File: src/flash_regs_pkg.sv
// constants shared by the flash command front end and its host bridge
package flash_regs_pkg;
  // -------------------------------------------------------------------
  // device register addresses
  // -------------------------------------------------------------------
  localparam logic [11:0] ADDR_CMD_STATE = 12'hFF8;
  localparam logic [11:0] ADDR_PAGE_GUARD = 12'hFF9;
  localparam logic [11:0] ADDR_KHZ_HIGH = 12'hFFA;
  localparam logic [11:0] ADDR_KHZ_LOW = 12'hFFB;
  localparam logic [7:0] REG_RESET = 8'h00;
  // -------------------------------------------------------------------
  // command codes and status encodings
  // -------------------------------------------------------------------
  localparam logic [7:0] CMD_UNLOCK_FIRST = 8'h73;
  localparam logic [7:0] CMD_UNLOCK_SECOND = 8'h8C;
  localparam logic [7:0] CMD_PAGE_ERASE = 8'h95;
  localparam logic [7:0] CMD_MASS_ERASE = 8'h63;
  localparam logic [7:0] CMD_GUARD_SELECT = 8'h5E;
  localparam logic [5:0] STAT_LOCKED = 6'h00;
  localparam logic [5:0] STAT_FIRST = 6'h01;
  localparam logic [5:0] STAT_SECOND = 6'h02;
  localparam logic [5:0] STAT_UNLOCKED = 6'h03;
  localparam logic [5:0] STAT_GUARD_SEL = 6'h04;
  localparam logic [5:0] STAT_PROGRAM = 6'h08;
  localparam logic [5:0] STAT_PAGE_ERASE = 6'h10;
  localparam logic [5:0] STAT_MASS_ERASE = 6'h20;
  // -------------------------------------------------------------------
  // field layout of page choice and sectors
  // -------------------------------------------------------------------
  localparam int INFO_EN_BIT = 7;
  localparam int PAGE_W = 7;
  localparam int SECTOR_LSB = 1;
  localparam int SECTOR_W = 3;
  localparam int GUARD_W = 8;
  // -------------------------------------------------------------------
  // operation timing: microseconds measured by the loaded khz value
  // -------------------------------------------------------------------
  localparam logic [16:0] KHZ_PER_MHZ = 17'h003E8;
  localparam logic [19:0] PROG_TIME_US = 20'h00028;
  localparam logic [19:0] PAGE_ERASE_TIME_US = 20'h02710;
  localparam logic [19:0] MASS_ERASE_TIME_US = 20'h04E20;
  // -------------------------------------------------------------------
  // host bridge register offsets and fields
  // -------------------------------------------------------------------
  localparam logic [7:0] HOST_TARGET = 8'h00;
  localparam logic [7:0] HOST_WRITE_GO = 8'h04;
  localparam logic [7:0] HOST_READ_GO = 8'h08;
  localparam logic [7:0] HOST_RESULT = 8'h0C;
  localparam int HOST_DEBUG_BIT = 16;
  localparam int HOST_BUSY_BIT = 8;
endpackage

File: src/flash_reg_if.sv
// register access link between the host bridge and the flash front end
`timescale 1ns/10ps
`default_nettype none
interface flash_reg_if;
  logic req;
  logic write;
  logic debug;
  logic [11:0] addr;
  logic [7:0] wdata;
  logic [7:0] rdata;
  logic ack;
  modport dev (input req, input write, input debug, input addr, input wdata,
               output rdata, output ack);
  modport ctl (output req, output write, output debug, output addr, output wdata,
               input rdata, input ack);
endinterface
`default_nettype wire

File: src/flash_op_timer.sv
// microsecond timer paced by the loaded clock frequency in khz
`timescale 1ns/10ps
`default_nettype none
module flash_op_timer (
  input wire logic clock,
  input wire logic rst_n,
  input wire logic ce,
  input wire logic start,
  input wire logic [15:0] khz,
  input wire logic [19:0] dur_us,
  output logic busy_ff,
  output logic done_ff
);
  // -------------------------------------------------------------------
  // pacing: each cycle adds 1000, every khz worth is one microsecond
  // -------------------------------------------------------------------
  logic [16:0] acc_ff;
  logic [19:0] left_ff;
  wire [16:0] khz_eff = (khz == 16'h0000) ? 17'h00001 : {1'b0, khz};
  wire [16:0] acc_sum = acc_ff + flash_regs_pkg::KHZ_PER_MHZ;
  wire us_tick = busy_ff && (acc_sum >= khz_eff);
  wire last_us = (left_ff <= 20'h00001);

  // counts clocks scaled by frequency until the duration expires
  always_ff @(posedge clock)
  begin
    if (!rst_n)
    begin
      acc_ff <= 17'h00000;
      left_ff <= 20'h00000;
      busy_ff <= 1'b0;
      done_ff <= 1'b0;
    end
    else if (ce)
    begin
      done_ff <= 1'b0;
      if (start)
      begin
        acc_ff <= 17'h00000;
        left_ff <= dur_us;
        busy_ff <= 1'b1;
      end
      else if (us_tick)
      begin
        acc_ff <= acc_sum - khz_eff;
        left_ff <= left_ff - 20'h00001;
        busy_ff <= !last_us;
        done_ff <= last_us;
      end
      else if (busy_ff)
        acc_ff <= acc_sum;
    end
  end
endmodule // flash_op_timer
`default_nettype wire

File: src/flash_unlock_regs.sv
// flash command unlock sequencer with status, page, guard and frequency registers
// Function
// - unlock needs 73H then 8CH consecutively
// - bad value or order relocks at once
// - 95H third command erases active page
// - 63H mass erase only from debugger
// - 5EH after 73H selects guard register
// - command write-only, status read same address
// - status codes locked 0 through select 4
// - upper status bits show running operation
// - status read free, top two bits zero
// - shared address writes page unless guard selected, second unlock step, open to software, or an operation running
// - only next write after 5EH hits guard
// - bit7 info enable, bits 6:0 page
// - info enable maps info area FE00H-FFFFH
// - software keeps upper page bits zero
// - guard bits reset clear, stay set; debugger writes replace them
// - eight guard bits, 1024-byte sector each
// - khz bytes form 16-bit timing value
// - software keeps clock 20KHz to 20MHz
// - page erase only in unguarded sector or from debugger
// - page rewrite must match to activate, except 8CH from debugger opens at once
// - erase completion returns to locked
`timescale 1ns/10ps
`default_nettype none
module flash_unlock_regs #(
  parameter logic [19:0] PROG_US = flash_regs_pkg::PROG_TIME_US,
  parameter logic [19:0] PAGE_ERASE_US = flash_regs_pkg::PAGE_ERASE_TIME_US,
  parameter logic [19:0] MASS_ERASE_US = flash_regs_pkg::MASS_ERASE_TIME_US
) (
  input wire logic clock,
  input wire logic rst_n,
  input wire logic ce,
  flash_reg_if.dev bus,
  input wire logic prog_req,
  input wire logic [6:0] prog_page,
  output logic prog_accept_ff,
  output logic [6:0] active_page_ff,
  output logic page_open_ff,
  output logic info_area_en_ff,
  output logic [7:0] sector_guard_bits_ff,
  output logic [15:0] clock_khz_value_ff,
  output logic [5:0] flash_state_ff
);
  // -------------------------------------------------------------------
  // sequencer states
  // -------------------------------------------------------------------
  typedef enum logic [3:0] {
    S_LOCKED, S_FIRST, S_SECOND, S_OPEN, S_GUARD, S_PROG, S_PERASE, S_MERASE
  } seq_e;

  seq_e state_ff;
  seq_e nxt_state;
  logic [7:0] page_choice_ff;
  logic [7:0] khz_high_ff;
  logic [7:0] khz_low_ff;
  logic ack_ff;
  logic [7:0] rdata_ff;
  logic timer_done;

  // sector of a page: 1024-byte sectors hold two 512-byte pages
  function automatic logic guarded(input logic [6:0] page, input logic [7:0] guard);
    guarded = guard[page[flash_regs_pkg::SECTOR_LSB +: flash_regs_pkg::SECTOR_W]];
  endfunction

  // status code of a state; busy codes leave the low three bits zero
  function automatic logic [5:0] code_of(input seq_e s);
    case (s)
      S_LOCKED: code_of = flash_regs_pkg::STAT_LOCKED;
      S_FIRST: code_of = flash_regs_pkg::STAT_FIRST;
      S_SECOND: code_of = flash_regs_pkg::STAT_SECOND;
      S_OPEN: code_of = flash_regs_pkg::STAT_UNLOCKED;
      S_GUARD: code_of = flash_regs_pkg::STAT_GUARD_SEL;
      S_PROG: code_of = flash_regs_pkg::STAT_PROGRAM;
      S_PERASE: code_of = flash_regs_pkg::STAT_PAGE_ERASE;
      S_MERASE: code_of = flash_regs_pkg::STAT_MASS_ERASE;
      default: code_of = flash_regs_pkg::STAT_LOCKED;
    endcase
  endfunction

  // -------------------------------------------------------------------
  // access decode
  // -------------------------------------------------------------------
  wire wr = bus.req && bus.write;
  wire rd = bus.req && !bus.write;
  wire busy_state = (state_ff == S_PROG) || (state_ff == S_PERASE) || (state_ff == S_MERASE);
  wire cmd_wr = wr && (bus.addr == flash_regs_pkg::ADDR_CMD_STATE) && !busy_state;
  wire ps_wr = wr && (bus.addr == flash_regs_pkg::ADDR_PAGE_GUARD) && !busy_state;
  wire hi_wr = wr && (bus.addr == flash_regs_pkg::ADDR_KHZ_HIGH);
  wire lo_wr = wr && (bus.addr == flash_regs_pkg::ADDR_KHZ_LOW);
  wire [6:0] new_page = bus.wdata[flash_regs_pkg::PAGE_W-1:0];
  wire page_match = (bus.wdata == page_choice_ff);
  // guard writes go to the guard only right after the select command
  wire guard_wr = ps_wr && (state_ff == S_GUARD);
  // user writes while open are dropped so the opened page cannot move
  wire page_wr = ps_wr && (state_ff != S_GUARD) && (state_ff != S_SECOND)
                 && ((state_ff != S_OPEN) || bus.debug);
  wire erase_ok = bus.debug || !guarded(active_page_ff, sector_guard_bits_ff);
  wire prog_ok = prog_req && (state_ff == S_OPEN)
                 && (bus.debug || ((prog_page == active_page_ff)
                 && !guarded(prog_page, sector_guard_bits_ff)));
  wire start_prog = prog_ok && !cmd_wr && !ps_wr;
  wire start_perase = cmd_wr && (state_ff == S_OPEN)
                      && (bus.wdata == flash_regs_pkg::CMD_PAGE_ERASE) && erase_ok;
  wire start_merase = cmd_wr && (state_ff == S_OPEN) && bus.debug
                      && (bus.wdata == flash_regs_pkg::CMD_MASS_ERASE);
  wire [19:0] dur = start_merase ? MASS_ERASE_US : (start_perase ? PAGE_ERASE_US : PROG_US);
  wire [5:0] nxt_code = code_of(nxt_state);
  wire [7:0] read_mux =
    (bus.addr == flash_regs_pkg::ADDR_CMD_STATE) ? {2'b00, flash_state_ff} :
    (bus.addr == flash_regs_pkg::ADDR_PAGE_GUARD) ? page_choice_ff :
    (bus.addr == flash_regs_pkg::ADDR_KHZ_HIGH) ? khz_high_ff :
    (bus.addr == flash_regs_pkg::ADDR_KHZ_LOW) ? khz_low_ff : flash_regs_pkg::REG_RESET;

  // -------------------------------------------------------------------
  // unlock sequencer
  // -------------------------------------------------------------------
  // any unexpected command or page value falls back to locked
  always_comb
  begin
    nxt_state = state_ff;
    case (state_ff)
      S_LOCKED:
        if (cmd_wr && bus.wdata == flash_regs_pkg::CMD_UNLOCK_FIRST)
          nxt_state = S_FIRST;
      S_FIRST:
        if (cmd_wr)
        begin
          if (bus.wdata == flash_regs_pkg::CMD_UNLOCK_SECOND)
            nxt_state = bus.debug ? S_OPEN : S_SECOND;
          else if (bus.wdata == flash_regs_pkg::CMD_GUARD_SELECT)
            nxt_state = S_GUARD;
          else
            nxt_state = S_LOCKED;
        end
      S_SECOND:
        if (cmd_wr)
          nxt_state = S_LOCKED;
        else if (ps_wr)
          nxt_state = page_match ? S_OPEN : S_LOCKED;
      S_OPEN:
        if (start_perase)
          nxt_state = S_PERASE;
        else if (start_merase)
          nxt_state = S_MERASE;
        else if (cmd_wr)
          nxt_state = S_LOCKED;
        else if (start_prog)
          nxt_state = S_PROG;
      S_GUARD:
        if (cmd_wr || guard_wr)
          nxt_state = S_LOCKED;
      S_PROG:
        if (timer_done)
          nxt_state = S_OPEN;
      S_PERASE, S_MERASE:
        if (timer_done)
          nxt_state = S_LOCKED;
      default:
        nxt_state = S_LOCKED;
    endcase
  end

  // state and visible status move together
  always_ff @(posedge clock)
  begin
    if (!rst_n)
    begin
      state_ff <= S_LOCKED;
      flash_state_ff <= flash_regs_pkg::STAT_LOCKED;
    end
    else if (ce)
    begin
      state_ff <= nxt_state;
      flash_state_ff <= nxt_code;
    end
  end

  // -------------------------------------------------------------------
  // page choice, active page and info area
  // -------------------------------------------------------------------
  always_ff @(posedge clock)
  begin
    if (!rst_n)
    begin
      page_choice_ff <= flash_regs_pkg::REG_RESET;
      active_page_ff <= 7'h00;
      page_open_ff <= 1'b0;
      info_area_en_ff <= 1'b0;
    end
    else if (ce)
    begin
      if (page_wr)
      begin
        page_choice_ff <= bus.wdata;
        info_area_en_ff <= bus.wdata[flash_regs_pkg::INFO_EN_BIT];
      end
      if ((state_ff == S_SECOND && ps_wr && page_match) || (state_ff == S_OPEN && page_wr))
        active_page_ff <= new_page;
      else if (nxt_state == S_OPEN && state_ff == S_FIRST)
        active_page_ff <= page_choice_ff[flash_regs_pkg::PAGE_W-1:0];
      page_open_ff <= (nxt_state == S_OPEN) || (nxt_state == S_PROG) || (nxt_state == S_PERASE);
    end
  end

  // -------------------------------------------------------------------
  // sector guard: set-only for software, debugger may clear
  // -------------------------------------------------------------------
  always_ff @(posedge clock)
  begin
    if (!rst_n)
      sector_guard_bits_ff <= flash_regs_pkg::REG_RESET;
    else if (ce && guard_wr)
      sector_guard_bits_ff <= bus.debug ? bus.wdata : (sector_guard_bits_ff | bus.wdata);
  end

  // -------------------------------------------------------------------
  // frequency value and register read port
  // -------------------------------------------------------------------
  // khz pair is read as one value by the timer
  always_ff @(posedge clock)
  begin
    if (!rst_n)
    begin
      khz_high_ff <= flash_regs_pkg::REG_RESET;
      khz_low_ff <= flash_regs_pkg::REG_RESET;
      clock_khz_value_ff <= 16'h0000;
      ack_ff <= 1'b0;
      rdata_ff <= flash_regs_pkg::REG_RESET;
      prog_accept_ff <= 1'b0;
    end
    else if (ce)
    begin
      if (hi_wr)
        khz_high_ff <= bus.wdata;
      if (lo_wr)
        khz_low_ff <= bus.wdata;
      clock_khz_value_ff <= {khz_high_ff, khz_low_ff};
      ack_ff <= bus.req;
      if (rd)
        rdata_ff <= read_mux;
      prog_accept_ff <= (state_ff == S_OPEN) && start_prog;
    end
  end

  assign bus.ack = ack_ff;
  assign bus.rdata = rdata_ff;

  // operation duration paced by the loaded frequency
  flash_op_timer u_timer (
    .clock(clock),
    .rst_n(rst_n),
    .ce(ce),
    .start(start_prog || start_perase || start_merase),
    .khz(clock_khz_value_ff),
    .dur_us(dur),
    .busy_ff(),
    .done_ff(timer_done)
  );
endmodule // flash_unlock_regs
`default_nettype wire

File: src/flat_wrapper.sv
// flat-port wrapper written by rule: the top's interface ports become plain ports
module flash_unlock_regs_flat 
#(
  parameter logic [19:0] PROG_US = flash_regs_pkg::PROG_TIME_US,
  parameter logic [19:0] PAGE_ERASE_US = flash_regs_pkg::PAGE_ERASE_TIME_US,
  parameter logic [19:0] MASS_ERASE_US = flash_regs_pkg::MASS_ERASE_TIME_US
)
  (clock, rst_n, ce, prog_req, prog_page, prog_accept_ff, active_page_ff, page_open_ff, info_area_en_ff, sector_guard_bits_ff, clock_khz_value_ff, flash_state_ff, bus_req, bus_write, bus_debug, bus_addr, bus_wdata, bus_rdata, bus_ack);
  flash_reg_if bus_i ();
  input wire logic clock;
  input wire logic rst_n;
  input wire logic ce;
  input wire logic prog_req;
  input wire logic [6:0] prog_page;
  output logic prog_accept_ff;
  output logic [6:0] active_page_ff;
  output logic page_open_ff;
  output logic info_area_en_ff;
  output logic [7:0] sector_guard_bits_ff;
  output logic [15:0] clock_khz_value_ff;
  output logic [5:0] flash_state_ff;
  input wire logic [$bits(bus_i.req)-1:0] bus_req;
  input wire logic [$bits(bus_i.write)-1:0] bus_write;
  input wire logic [$bits(bus_i.debug)-1:0] bus_debug;
  input wire logic [$bits(bus_i.addr)-1:0] bus_addr;
  input wire logic [$bits(bus_i.wdata)-1:0] bus_wdata;
  output wire logic [$bits(bus_i.rdata)-1:0] bus_rdata;
  output wire logic [$bits(bus_i.ack)-1:0] bus_ack;
  assign bus_i.req = bus_req;
  assign bus_i.write = bus_write;
  assign bus_i.debug = bus_debug;
  assign bus_i.addr = bus_addr;
  assign bus_i.wdata = bus_wdata;
  assign bus_rdata = bus_i.rdata;
  assign bus_ack = bus_i.ack;
  flash_unlock_regs #(.PROG_US(PROG_US), .PAGE_ERASE_US(PAGE_ERASE_US), .MASS_ERASE_US(MASS_ERASE_US)) u_core (.clock(clock), .rst_n(rst_n), .ce(ce), .bus(bus_i), .prog_req(prog_req), .prog_page(prog_page), .prog_accept_ff(prog_accept_ff), .active_page_ff(active_page_ff), .page_open_ff(page_open_ff), .info_area_en_ff(info_area_en_ff), .sector_guard_bits_ff(sector_guard_bits_ff), .clock_khz_value_ff(clock_khz_value_ff), .flash_state_ff(flash_state_ff));
endmodule
File: config.mk
export PLATFORM = sky130hd
export DESIGN_NAME = flash_unlock_regs_flat
export DESIGN_NICKNAME = d
export VERILOG_FILES = /design/src/flash_regs_pkg.sv /design/src/flash_reg_if.sv /design/src/flash_op_timer.sv /design/src/flash_unlock_regs.sv /design/src/flat_wrapper.sv
export SDC_FILE = /design/constraint.sdc
export NUM_CORES = 1
export LEC_CHECK = 0
export ABC_AREA = 1
export BUFFER_PORTS_ARGS = -buffer_cell sky130_fd_sc_hd__buf_2
export CAP_MARGIN = 40
export CORE_ASPECT_RATIO = 1.25
export CORE_MARGIN = 2
export CORE_UTILIZATION = 60
export CTS_BUF_LIST = sky130_fd_sc_hd__clkbuf_8
export CTS_CLUSTER_SIZE = 8
export DETAILED_ROUTE_END_ITERATION = 6
export GPL_ROUTABILITY_DRIVEN = 0
export PLACE_DENSITY = 0.82
export SLEW_MARGIN = 20
export SYNTH_ARGS = -nofsm -noshare
export SYNTH_HDL_FRONTEND = slang
export SYNTH_SLANG_ARGS = --single-unit
File: constraint.sdc
create_clock -name clock -period 4.95 [get_ports clock]
set_input_delay 0.495 -clock clock [delete_from_list [all_inputs] [get_ports clock]]
set_output_delay 0.495 -clock clock [all_outputs]
set_load 0.05 [all_outputs]
Word level (Yosys, flattened, before mapping):

Memories as Yosys holds them, arrays and structs flattened. A register that Yosys moved wholly into a read port is not among the register bits.
Cells that the tools add are included.

* memory bits (read-only): 48
* memories: 1
* output and inout bits: 49
* register bits: 110
* logic and storage cells: 150
* bits of input ports: 34

Memory list
* (name not given): depth 8, width 6, rd ports 1, clocked after Yosys merged registers in 1, write ports 0, RTL line flash_unlock_regs.sv:68 `case (s)`

* reductions and logical operators: 62
* eq/ne operators: 24
* multiplexer cells: 39
* add/subtract/negate cells: 3
* bitwise operators: 1
* magnitude comparators: 4

Operators by type and width (number)
* $mux 20: 3
* $mux 17: 3
* $eq 12x12->1 const B: 4
* $mux 4: 12
* $mux 8: 5
* $logic_and 1x1->1: 30
* $pmux 4 s7: 1
* $eq 4x3->1 const B: 6
* $eq 8x7->1 const B: 3
* $le 20x1->1 const B: 1
* $sub 20x1->20 const B: 1
* $add 17x10->17 const B: 1
* $ge 17x16->1: 1
* $sub 17x16->17: 1
* $eq 8x8->1 const B: 2
* $logic_not 16->1: 1
* $mux 16: 1
* $mux 14: 1
* $mux 7: 2
* $reduce_and 2->1: 7
* $eq 4x2->1 const B: 3
* $logic_or 1x1->1: 11
* $eq 8x8->1: 1
* $logic_not 1->1: 8
* other kinds (14): 24

Longest topological paths before layout:

Gate-level depths: netlist of run 1.

* word-level depth: 17
* gate-level depth with buffers: 22

Cells and area by module:

Synthesis of run 1 repeated with hierarchy kept, for this count alone.

* cells, all modules: 1225
* area total of the unflattened synthesis: 7691.1 um^2

Modules (own cells, without submodules)
* flash_unlock_regs: area an instance 4016.4 um^2, instances 1, cells each 586, seq. area each 1521.5 um^2
* flash_op_timer: area an instance 3674.8 um^2, instances 1, cells each 639, seq. area each 780.7 um^2

Least setup slack after synthesis of run 1:

No wires, ideal clock.

* path type: reg2reg
* start point: reg u_core.u_timer.acc_ff[3]
* end point: reg u_core.u_timer.left_ff[7]
* arrival time: 3.018 ns
* cell stages (with the launch flop): 23
* setup time: 0.115 ns
* setup slack: 1.817 ns
* buffers on the path: 1
* path through: dfxtp_1 > ha_1 > or3_1 > nor3_1 > nand2_1 > nand2_1 > nor2_1 > xor2_1 > inv_1 > ha_1 > nand2_1 > nor3_1 > nand4_1 > and2_1 > inv_1 > nor2_1 > nand2_2 > nand2_1 > nand2_2 > buf_4 > nand2_1 > o21ai_1 > nor2_1

* cells in the longest elaborated chain, start to end: 5

RTL lines
* start, declared: RTL line flash_op_timer.sv:17 `logic [16:0] acc_ff;`
* start signal, assigned: RTL line flash_op_timer.sv:45 `acc_ff <= acc_sum - khz_eff;`
* start signal, assigned: RTL line flash_op_timer.sv:51 `acc_ff <= acc_sum;`
* $add 17x10->17: RTL line flash_op_timer.sv:20 `wire [16:0] acc_sum = acc_ff + flash_regs_pkg::KHZ_PER_MHZ;`
* $ge 17x16->1: RTL line flash_op_timer.sv:21 `wire us_tick = busy_ff && (acc_sum >= khz_eff);`
* $logic_and 1x1->1: RTL line flash_op_timer.sv:21
* $reduce_bool 2->1 (no source line)
* $reduce_and 2->1 (no source line)
* end signal, assigned: RTL line flash_op_timer.sv:40 `left_ff <= dur_us;`
* end signal, assigned: RTL line flash_op_timer.sv:46 `left_ff <= left_ff - 20'h00001;`
* end, declared: RTL line flash_op_timer.sv:18 `logic [19:0] left_ff;`

Every way passes these cells.
A chain may end at the register's enable or synchronous reset.

Worst setup path after layout of run 1:

Same ends and word-level chain as after synthesis.

==> results of run 1 <==
cell type report:
| type | instances | area [µm²] |
|---|---|---|
| clock inverter | 13 | 208 |
| fill | 1044 | 3580 |
| multi-input combinational | 778 | 4060 |
| sequential | 115 | 2300 |
| tap | 138 | 173 |
| inverter | 140 | 526 |
| clock buffer | 19 | 262 |
| timing repair buffer | 87 | 448 |
power by group:
part / internal, mW / switching [mW] / total [mW] / leakage (nW)
Combinational: 0.0558 / 0.134 / 0.190 / 2.48
Sequential: 0.931 / 0.00502 / 0.936 / 0.929
Clock: 0.625 / 0.408 / 1.03 / 0.229
placed cells by master (no fill, tap or decap), drive strengths merged, types with 2 or more instances in the layout:
cell / count
and3: 4
xor2: 24
clkbuf: 19
inv: 139
nor4: 9
o221ai: 4
dfxtp: 115
bufinv: 5
o22ai: 2
o211ai: 14
o31ai: 3
clkinvlp: 3
ha: 19
a21oi: 98
xnor2: 17
nand3b: 3
a21o: 3
a22oi: 6
nand4: 14
nor2: 122
clkinv: 6
nand2: 247
a211oi: 8
nor3: 22
o21ai: 71
buf: 87
a31oi: 3
or2: 2
nand3: 72
routing by layer:
metal | up-vias | wire length (µm)
met5 | - | 0
li1 | 3656 | -
met1 | 3298 | 7930
met2 | 247 | 9690
met4 | 0 | 563
met3 | 50 | 1170
flip-flops by register name, indices dropped and copies added, names as in the netlist:
register and count:
u_core.page_choice_ff 8, u_core.u_timer.left_ff 20, u_core.bus.ack 1, u_core.clock_khz_value_ff 16
u_core.active_page_ff 7, u_core.u_timer.acc_ff 17, u_core.khz_low_ff 8, u_core.flash_state_ff 6
u_core.state_ff 4, u_core.u_timer.done_ff 1, u_core.khz_high_ff 8, u_core.u_timer.busy_ff 1
u_core.bus.rdata 8, u_core.page_open_ff 1, u_core.sector_guard_bits_ff 8, u_core.prog_accept_ff 1
worst register-to-register path, delay by kind of cell, from the launching register on:
kind / cells / cell delay [ns]
AO/OA/AOI/OAI: 1 / 0.14
AND/OR/NAND/NOR: 15 / 2.48
buffers and inverters: 2 / 0.12
flip-flops: 1 / 0.35
adder cells (fa/ha/maj): 2 / 0.59
XOR/XNOR: 1 / 0.19
metrics by stage:
stage / util / power [mW] / setup slack (ns) / instance area, µm² / cells
final: 0.690 / 2.16 / 0.965 / 7980 / 1290
after global routing: 0.690 / 2.22 / 0.446 / 7980 / 1290
after CTS: 0.690 / 2.16 / 0.962 / 7980 / 1290
after detailed placement: 0.650 / 1.14 / 0.984 / 7510 / 1258
after global placement: 0.648 / 1.14 / 1.10 / 7500 / 1256
after floorplan: - / 1.08 / 1.82 / 7060 / 1068
logic make-up (layout without fill, tap and decap cells):
logic type / count (synthesis) / count (layout) / synth area share
AND/OR/NAND/NOR: 498 / 498 / 0.313
adder cells (fa/ha/maj): 20 / 20 / 0.0365
AO/OA/AOI/OAI: 219 / 219 / 0.175
flip-flops: 115 / 115 / 0.326
XOR/XNOR: 41 / 41 / 0.0508
buffers and inverters: 175 / 259 / 0.0987
final timing paths:
check | to | slack, ns | cells after the start
worst max register to register | u_core.u_timer.left_ff[7] | 0.97 | 21
worst min-delay path | u_core.bus.ack | 0.35 | 3
worst max-delay path | u_core.u_timer.left_ff[7] | 0.97 | 21
worst min register to register | u_core.bus.ack | 0.47 | 2
==> out/qor.yml, run 1 <==
run_status:
  run_status: "finished, final reports clean"
floorplan:
  coreArea_um2: 11600
  die_area_um2: 12700
  die_h_um: 125
  ios: 83
  fp.dieW_um: 101
  rows: 44
  start_util: 0.611
setup_path:
  worstPathRequired_ns: 5.28
  crit_chain: "ha_1 -> or3_1 -> nor3_1 -> nand2_1 -> nand2_1 -> nor2_1 -> xor2_1 -> inv_1 -> ha_1 -> nand2_1 -> nor3_1 -> nand4_1 -> and2_1 -> inv_1 -> nor2_1 -> nand2_2 -> nand2_1 -> nand2_2 -> nand2_1 -> o21ai_1 -> nor2_1"
  path_max_fanout: 31
  worstSetupPathType: "reg2reg"
  crit_path_start: "u_core.u_timer.acc_ff[3]"
  cp-start-kind: "register"
  cpMaxStageDelayCell: "nand2_2"
  slowest_delay_ns: 0.49
  crit_family: "simple AND/OR/NAND/NOR gates"
  r2r_start: "u_core.u_timer.acc_ff[3]"
  crit_path_frequent_cell: "nand2_1"
  cp.buffers_inverters: 2
  critical_path_arrival_ns: 4.32
  worstSetupEndpointType: "register"
routing:
  first_iter_violations: 494
  dr_total_vias: 7251
  dr.pass1.iters: 5
  wire_per_inst_um: 15.0
  route.detailed.drc: 0
  via_per_inst: 5.62
  wl_um: 19300
  ant_nets: 0
sta:
  hold_ws_ns: 0.352
  tightest_slew_ns: 0.677
  finalMaxSlewViolations: 0
  post-route-period-util: 0.805
  rsz0062_at_grt: "false"
  fin_skew_ns: 0.00922
  min_period_ns: 3.98
  max_freq_ghz: 0.251
  final-hold-violation-count: 0
  tns_ns: 0
  relSlewSlack: 0.545
  setup_viol: 0
grt:
  grt_pass1_wl_um: 31900
  grt_usage: 0.312
  antenna_found_initial: 0
  met3_usage: 0.0570
  grt-busiest-layer: "met2"
  grt_start_max_net_pins: 52
  overflow: 0
  grtUsageMet1: 0.384
  grt_pass1_vias: 6831
  grtUsageMet2: 0.536
clocking:
  ctsResizeCount: 0
  cts-buffers-inserted: 17
  cts_root_buffer: "clkbuf_8"
  cts_tree: "yes"
  cts_num_sinks: 115
  clock_path_buffers: 2
  post_cts.repair.setup_buffers: 0
  path_clk_slew_ns: 0.07
  cts_htree_levels: 4
  clock_latency_ns: 0.44
  cts_hold_buf: 0
finish:
  diodes: 0
  area_growth_pct: 13.0
  final_nets: 1193
  drive_above_1_share: 0.141
synthesis:
  syn_nets: 1122
  ys_types: 50
  synth.most_common_cell: "nand2_1"
  yosysSeqAreaShare: 0.326
  avgSynthCellArea_um2: 6.61
  synthCells: 1068
  syn_area_um2: 7060
  synth_area_leaders: "dfxtp_1 33%, nand2_1 13%, inv_1 7.0%, a21oi_1 6.9%, nor2_1 5.7%"
  synthTopCellsByCount: "236 x nand2_1, 131 x inv_1, 115 x dfxtp_1"
  netlist.area_leader.share: 0.326
  ys_ff_latch: 115
  ys_async_sr_fraction: 0
  yosys_warnings: 0
  synth_flop_cell: "dfxtp_1"
  synth_area_leader_cell: "dfxtp_1"
  synth_edf_count: 0
place:
  portBuffers: 82
  dp_hpwl_um: 14300
pwr:
  p_per_area_nw_per_um2: 271
  p_leak_nw: 3.64
  vdd_drop_max_mv: 0.196
flow_run:
  drv_cap: 0
worst_hold_path:
  hold_start: "bus_req"
  hold_path_class: "in2reg"
Note: power is estimated with default switching activity, not from simulation.
==> run 2: changes to the inputs <==
==> constraint.sdc (replaced) <==
create_clock -name clock -period 4.2 [get_ports clock]
set_input_delay 0.42 -clock clock [delete_from_list [all_inputs] [get_ports clock]]
set_output_delay 0.42 -clock clock [all_outputs]
set_load 0.05 [all_outputs]
==> out/qor.yml, run 2 (same netlist as run 1, synthesis figures left out) <==
run_status:
  run_status: "finished, final reports clean"  # unchanged
floorplan:
  fp.dieW_um: 101  # unchanged
  die_area_um2: 12700  # unchanged
  die_h_um: 125  # unchanged
  start_util: 0.611  # unchanged
  ios: 83  # unchanged
  coreArea_um2: 11600  # unchanged
  rows: 44  # unchanged
grt:
  grt_start_max_net_pins: 51  # was 52
  grt-busiest-layer: "met2"  # unchanged
  grt_usage: 0.308  # was 0.312
  grtUsageMet1: 0.377  # was 0.384
  grt_pass1_wl_um: 31500  # was 31900 µm
  met3_usage: 0.0470  # was 0.0570
  grtUsageMet2: 0.522  # was 0.536
  overflow: 0  # unchanged
  antenna_found_initial: 0  # unchanged
  grt_pass1_vias: 6798  # was 6831
finish:
  drive_above_1_share: 0.141  # about the same
  diodes: 0  # unchanged
  fillers: 1055  # was 1044
  multi_input_area_um2: 4090  # was 4060 µm²
  final_common_cell: "nand2_1"  # unchanged
  largest-register: "u_core.u_timer.left_ff"  # unchanged
  seq_area_um2: 2300  # unchanged
  fin_util: 0.686  # was 0.690
  final_cell_mix: "235 x nand2_1, 133 x inv_1, 115 x dfxtp_1, 108 x nor2_1, 98 x a21oi_1"  # was 236 x nand2_1, 132 x inv_1, 115 x dfxtp_1, 108 x nor2_1, 98 x a21oi_1
  largest_reg_flops: 20  # unchanged
  area_growth_pct: 12.3  # was 13.0%
  final_nets: 1194  # was 1193
  final_cells: 1290  # unchanged
  reg_top3: "u_core.u_timer.left_ff (20), u_core.u_timer.acc_ff (17), u_core.clock_khz_value_ff (16)"  # unchanged
place:
  dp_cells: 1259  # was 1258
  dp_hpwl_um: 14300  # about the same
  portBuffers: 82  # unchanged
worst_hold_path:
  hold_start: "bus_req"  # unchanged
  hold_end: "u_core.bus.ack"  # unchanged
  hold_depth: 3  # unchanged
  hold_path_class: "in2reg"  # unchanged
routing:
  dr_total_vias: 7367  # was 7251
  via_per_inst: 5.71  # was 5.62
  dr.pass1.iters: 5  # unchanged
  route.detailed.drc: 0  # unchanged
  wl_um: 19300  # about the same
  wire_per_inst_um: 14.9  # was 15.0 µm
  first_iter_violations: 591  # was 494
  ant_nets: 0  # unchanged
setup_path:
  path_max_fanout: 31  # unchanged
  cpMaxStageDelayCell: "or3_1"  # was nand2_2
  worstSetupPathType: "reg2reg"  # unchanged
  crit_path_frequent_cell: "nand2_1"  # unchanged
  r2r_end: "u_core.u_timer.left_ff[19]"  # was u_core.u_timer.left_ff[7]
  critical_path_arrival_ns: 4.09  # was 4.32 ns
  ff2ff_setup_slack_ns: 0.45  # was 0.97 ns
  r2r_start: "u_core.u_timer.acc_ff[3]"  # unchanged
  worstPathRequired_ns: 4.54  # was 5.28 ns
  slowest_delay_ns: 0.36  # was 0.49 ns
  cp-start-kind: "register"  # unchanged
  rr_worst_depth: 20  # was 21
  crit_chain: "ha_1 -> or3_1 -> nor3_2 -> nand2_1 -> nand2_1 -> nor2_1 -> xor2_1 -> inv_1 -> ha_1 -> nand2_1 -> nor3_1 -> nand4_1 -> and2_1 -> inv_1 -> nor2_1 -> nand2_2 -> nand2_1 -> nand2_8 -> nand3b_1 -> a21oi_1"  # was ha_1 -> or3_1 -> nor3_1 -> nand2_1 -> nand2_1 -> nor2_1 -> xor2_1 -> inv_1 -> ha_1 -> nand2_1 -> nor3_1 -> nand4_1 -> and2_1 -> inv_1 -> nor2_1 -> nand2_2 -> nand2_1 -> nand2_2 -> nand2_1 -> o21ai_1 -> nor2_1
  crit_family: "simple AND/OR/NAND/NOR gates"  # unchanged
  cp.buffers_inverters: 2  # unchanged
  worstSetupEndpointType: "register"  # unchanged
  crit_path_start: "u_core.u_timer.acc_ff[3]"  # unchanged
sta:
  tightest_slew_ns: 0.650  # was 0.677 ns
  finalMaxSlewViolations: 0  # unchanged
  setup_viol: 0  # unchanged
  relSlewSlack: 0.563  # was 0.545
  rsz0062_at_grt: "false"  # unchanged
  max_freq_ghz: 0.267  # was 0.251 GHz
  fin_skew_ns: 0.0162  # was 0.00922 ns
  final-hold-violation-count: 0  # unchanged
  post-route-period-util: 0.892  # was 0.805
  tns_ns: 0  # unchanged
  min_period_ns: 3.75  # was 3.98 ns
clocking:
  cts_htree_levels: 4  # unchanged
  clock_path_buffers: 2  # unchanged
  cts_num_sinks: 115  # unchanged
  clock_latency_ns: 0.43  # was 0.44 ns
  cts-buffers-inserted: 17  # unchanged
  cts_root_buffer: "clkbuf_8"  # unchanged
  path_clk_slew_ns: 0.07  # about the same
  cts_tree: "yes"  # unchanged
  cts_hold_buf: 0  # unchanged
pwr:
  p_per_area_nw_per_um2: 298  # was 271 nW/µm²
  p_total_mw: 2.36  # was 2.16 mW
  p_leak_nw: 3.63  # was 3.64 nW
  vdd_drop_max_mv: 0.183  # was 0.196 mV
flow_run:
  drv_cap: 0  # unchanged
==> run 2: cell count changes in the layout (fill, tap and decap cells not counted) <==
cell	delta
buf_4	+1
clkinvlp_4	-2
inv_1	+1
nand2_1	-1
clkinv_2	+5
bufinv_16	-2
nor3_2	+1
clkinv_4	-2
nand2_8	+1
clkbuf_8	-1
nor3_1	-1
==> run 2: layer usage <==
layer	vias up	wire length [µm]
met5	-	0
met4	0	884
met3	75	1170
met2	280	9380
met1	3357	7810
li1	3655	-
==> run 2: tightest hold or removal path: stages <==
cell and delay, ns:
buf_2 0.11, nand2_1 0.08, a21oi_1 0.06
==> run 2: power breakdown <==
group	switching [mW]	leakage [nW]	total, mW	internal [mW]
registers	0.00599	0.929	1.10	1.10
clock network	0.449	0.210	1.04	0.588
logic	0.157	2.49	0.222	0.0648
total	0.611	3.63	2.36	1.75
==> run 2: cell type report <==
| cell class | instances | area share |
|---|---|---|
| clock buffers | 18 | 0.0312 |
| multi-input cells | 778 | 0.515 |
| inverters | 140 | 0.0662 |
| well taps | 138 | 0.0218 |
| repair buffers | 88 | 0.0574 |
| flip-flops and latches | 115 | 0.290 |
| clock inverters | 13 | 0.0181 |
==> run 2: per-stage QoR <==
stage          hold slack (ns)  area [µm²]  worst slack, ns
6_report                 0.291        7930            0.453
5_1_grt                  0.315        7930           0.0771
4_1_cts                  0.280        7910            0.247
3_5_place_dp             0.454        7520            0.315
3_3_place_gp             0.454        7510            0.416
2_1_floorplan            0.444        7060             1.07
==> run 2: how the worst max path moves through the flow <==
stage,end,slack (ns),depth (start not counted)
after floorplan,u_core.u_timer.left_ff[7],1.07,22
after global placement,u_core.u_timer.left_ff[17],0.42,21
after detailed placement,u_core.u_timer.left_ff[14],0.32,20
after CTS,u_core.u_timer.left_ff[19],0.25,20
after global routing,u_core.u_timer.left_ff[19],0.08,20
final,u_core.u_timer.left_ff[19],0.45,20
==> run 2: repair_timing <==
item,4_1_cts,5_1_grt
endpoints found under the hold margin,0,0
setup buffers,0,0
gates resized for setup,0,4
setup endpoints to repair,0,33
==> run 3: changes to the inputs <==
--- a/config.mk
+++ b/config.mk
@@ -10,12 +10,11 @@
 export CAP_MARGIN = 40
 export CORE_ASPECT_RATIO = 1.25
 export CORE_MARGIN = 2
-export CORE_UTILIZATION = 60
-export CTS_BUF_LIST = sky130_fd_sc_hd__clkbuf_8
+export CORE_UTILIZATION = 59
 export CTS_CLUSTER_SIZE = 8
 export DETAILED_ROUTE_END_ITERATION = 6
 export GPL_ROUTABILITY_DRIVEN = 0
-export PLACE_DENSITY = 0.82
+export PLACE_DENSITY = 0.81
 export SLEW_MARGIN = 20
 export SYNTH_ARGS = -nofsm -noshare
 export SYNTH_HDL_FRONTEND = slang
==> out/qor.yml, run 3 (same netlist as run 1, synthesis figures left out) <==
sta:
  rsz0062_at_grt: "false"  # unchanged
  setup_viol: 0  # unchanged
  fin_skew_ns: 0.00804  # was 0.0162 ns
  min_period_ns: 3.83  # was 3.75 ns
  relSlewSlack: 0.524  # was 0.563
  finalMaxSlewViolations: 0  # unchanged
  tightest_slew_ns: 0.707  # was 0.650 ns
  final-hold-violation-count: 0  # unchanged
  post-route-period-util: 0.912  # was 0.892
  max_freq_ghz: 0.261  # was 0.267 GHz
  hold_ws_ns: 0.326  # was 0.291 ns
  finalWorstSetupSlack_ns: 0.372  # was 0.453 ns
  tns_ns: 0  # unchanged
finish:
  reg_top3: "u_core.u_timer.left_ff (20), u_core.u_timer.acc_ff (17), u_core.clock_khz_value_ff (16)"  # unchanged
  final_common_cell: "nand2_1"  # unchanged
  final_cells: 1312  # was 1290
  area_growth_pct: 15.6  # was 12.3%
  final_cell_mix: "236 x nand2_1, 131 x inv_1, 115 x dfxtp_1, 108 x nor2_1, 98 x a21oi_1"  # was 235 x nand2_1, 133 x inv_1, 115 x dfxtp_1, 108 x nor2_1, 98 x a21oi_1
  final_nets: 1193  # was 1194
  diodes: 0  # unchanged
  fin_util: 0.699  # was 0.686
  largest_reg_flops: 20  # unchanged
  fillers: 1078  # was 1055
  stdcell_area_um2: 8160  # was 7930 µm²
  largest-register: "u_core.u_timer.left_ff"  # unchanged
  drive_above_1_share: 0.139  # was 0.141
worst_hold_path:
  hold_path_class: "in2reg"  # unchanged
place:
  dp_cells: 1281  # was 1259
  dp_slack_ns: 0.302  # was 0.315 ns
  dp_hpwl_um: 14400  # was 14300 µm
  postPlaceCellArea_um2: 7540  # was 7520 µm²
  portBuffers: 82  # unchanged
grt:
  grt_pass1_vias: 6875  # was 6798
  overflow: 0  # unchanged
  grt_pass1_wl_um: 32400  # was 31500 µm
  antenna_found_initial: 0  # unchanged
  grt_start_max_net_pins: 51  # unchanged
  grt_usage: 0.316  # was 0.308
flow_run:
  drv_cap: 0  # unchanged
routing:
  first_iter_violations: 508  # was 591
  ant_nets: 0  # unchanged
  dr_total_vias: 7391  # was 7367
  dr.pass1.iters: 5  # unchanged
  via_per_inst: 5.63  # was 5.71
  route.detailed.drc: 0  # unchanged
  wire_per_inst_um: 15.2  # was 14.9 µm
  wl_um: 19900  # was 19300 µm
floorplan:
  die_h_um: 126  # was 125 µm
  ios: 83  # unchanged
  rows: 44  # unchanged
  start_util: 0.605  # was 0.611
  coreArea_um2: 11700  # was 11600 µm²
  die_area_um2: 12900  # was 12700 µm²
  fp.dieW_um: 102  # was 101 µm
clocking:
  cts_num_sinks: 115  # unchanged
  clock_latency_ns: 0.41  # was 0.43 ns
  path_clk_slew_ns: 0.05  # was 0.07 ns
  clock_path_buffers: 2  # unchanged
  cts_tree: "yes"  # unchanged
  cts_hold_buf: 0  # unchanged
  cts_htree_levels: 4  # unchanged
  cts_root_buffer: "clkbuf_16"  # was clkbuf_8
  cts-buffers-inserted: 17  # unchanged
pwr:
  p_leak_nw: 3.71  # was 3.63 nW
  p_total_mw: 2.85  # was 2.36 mW
  swShare: 0.236  # was 0.259
  p_per_area_nw_per_um2: 349  # was 298 nW/µm²
  p_switching_mw: 0.672  # was 0.611 mW
  p_seq_frac: 0.388  # was 0.467
  vdd_drop_max_mv: 0.255  # was 0.183 mV
  combPwrFrac: 0.078  # was 0.094
  intPower_mw: 2.18  # was 1.75 mW
  clkPwrFrac: 0.534  # was 0.439
setup_path:
  crit_chain: "ha_1 -> or3_1 -> nor3_1 -> nand2_1 -> nand2_1 -> nor2_1 -> xor2_1 -> inv_1 -> ha_1 -> nand2_1 -> nor3_1 -> nand4_1 -> and2_1 -> inv_1 -> nor2_1 -> nand2_2 -> nand2_1 -> nand2_4 -> nand2_1 -> nor2_1 -> nor2_1"  # was ha_1 -> or3_1 -> nor3_2 -> nand2_1 -> nand2_1 -> nor2_1 -> xor2_1 -> inv_1 -> ha_1 -> nand2_1 -> nor3_1 -> nand4_1 -> and2_1 -> inv_1 -> nor2_1 -> nand2_2 -> nand2_1 -> nand2_8 -> nand3b_1 -> a21oi_1
  cpMaxStageDelayCell: "or3_1"  # unchanged
  cp-start-kind: "register"  # unchanged
  path_max_fanout: 31  # unchanged
  ff2ff_setup_slack_ns: 0.37  # was 0.45 ns
  worstPathRequired_ns: 4.50  # was 4.54 ns
  crit_path_frequent_cell: "nand2_1"  # unchanged
  worstSetupEndpointType: "register"  # unchanged
  worstSetupPathType: "reg2reg"  # unchanged
  critical_path_arrival_ns: 4.13  # was 4.09 ns
  slowest_delay_ns: 0.35  # was 0.36 ns
run_status:
  run_status: "finished, final reports clean"  # unchanged
[run 3: cell types whose count changed in the layout (fill, tap and decap cells not counted), sizes merged]
cell	before	now
buf	88	87
bufinv	3	4
clkbuf	18	21
clkinv	9	7
inv	140	138
[run 3: final timing paths]
path | endpoint | from | cells after the start
min reg2reg | u_core.bus.rdata[7] | u_core.bus.rdata[7] | 2
max reg2reg | u_core.u_timer.left_ff[17] | u_core.u_timer.acc_ff[3] | 21
min | u_core.bus.rdata[7] | bus_write | 4
max | u_core.u_timer.left_ff[17] | u_core.u_timer.acc_ff[3] | 21
[run 3: area by class of cell]
class / instances / area, µm² / area share
clock inverter: 10 / 156 / 0.0192
clock buffer: 21 / 460 / 0.0564
timing repair buffer: 87 / 448 / 0.0549
multi-input combinational: 778 / 4070 / 0.498
inverter: 140 / 526 / 0.0644
sequential: 115 / 2300 / 0.282
tap: 161 / 201 / 0.0247
[run 3: layer usage]
metal | part of all wire | global-route usage
met1 | 0.41 | 0.383
met3 | 0.060 | 0.0529
met4 | 0.045 | 0.156
met2 | 0.49 | 0.534
met5 | 0 | 0
[run 3: repair_timing]
| item | in CTS | in global routing |
|---|---|---|
| hold endpoints to repair | 0 | 0 |
| resized for setup | 0 | 1 |
| endpoints found under the setup margin | 0 | 19 |
| buffers inserted | 0 | 0 |
[run 3: power groups by stage]
stage                     logic, mW  registers, mW  clock network [mW]
after floorplan               0.125           1.15                   0
after global placement        0.214           1.13                   0
after CTS                     0.220           1.11                1.53
final                         0.224           1.11                1.52
after detailed placement      0.217           1.13                   0
after global routing          0.243           1.11                1.59
[run 3: worst max-delay path, delay by kind of cell, from the launching register on]
family / cells / cell delay [ns]
buffers and inverters: 2 / 0.10
adders and majority gates: 2 / 0.57
xor gates and xnor gates: 1 / 0.17
and+or+nand+nor: 16 / 2.51
DFF: 1 / 0.34
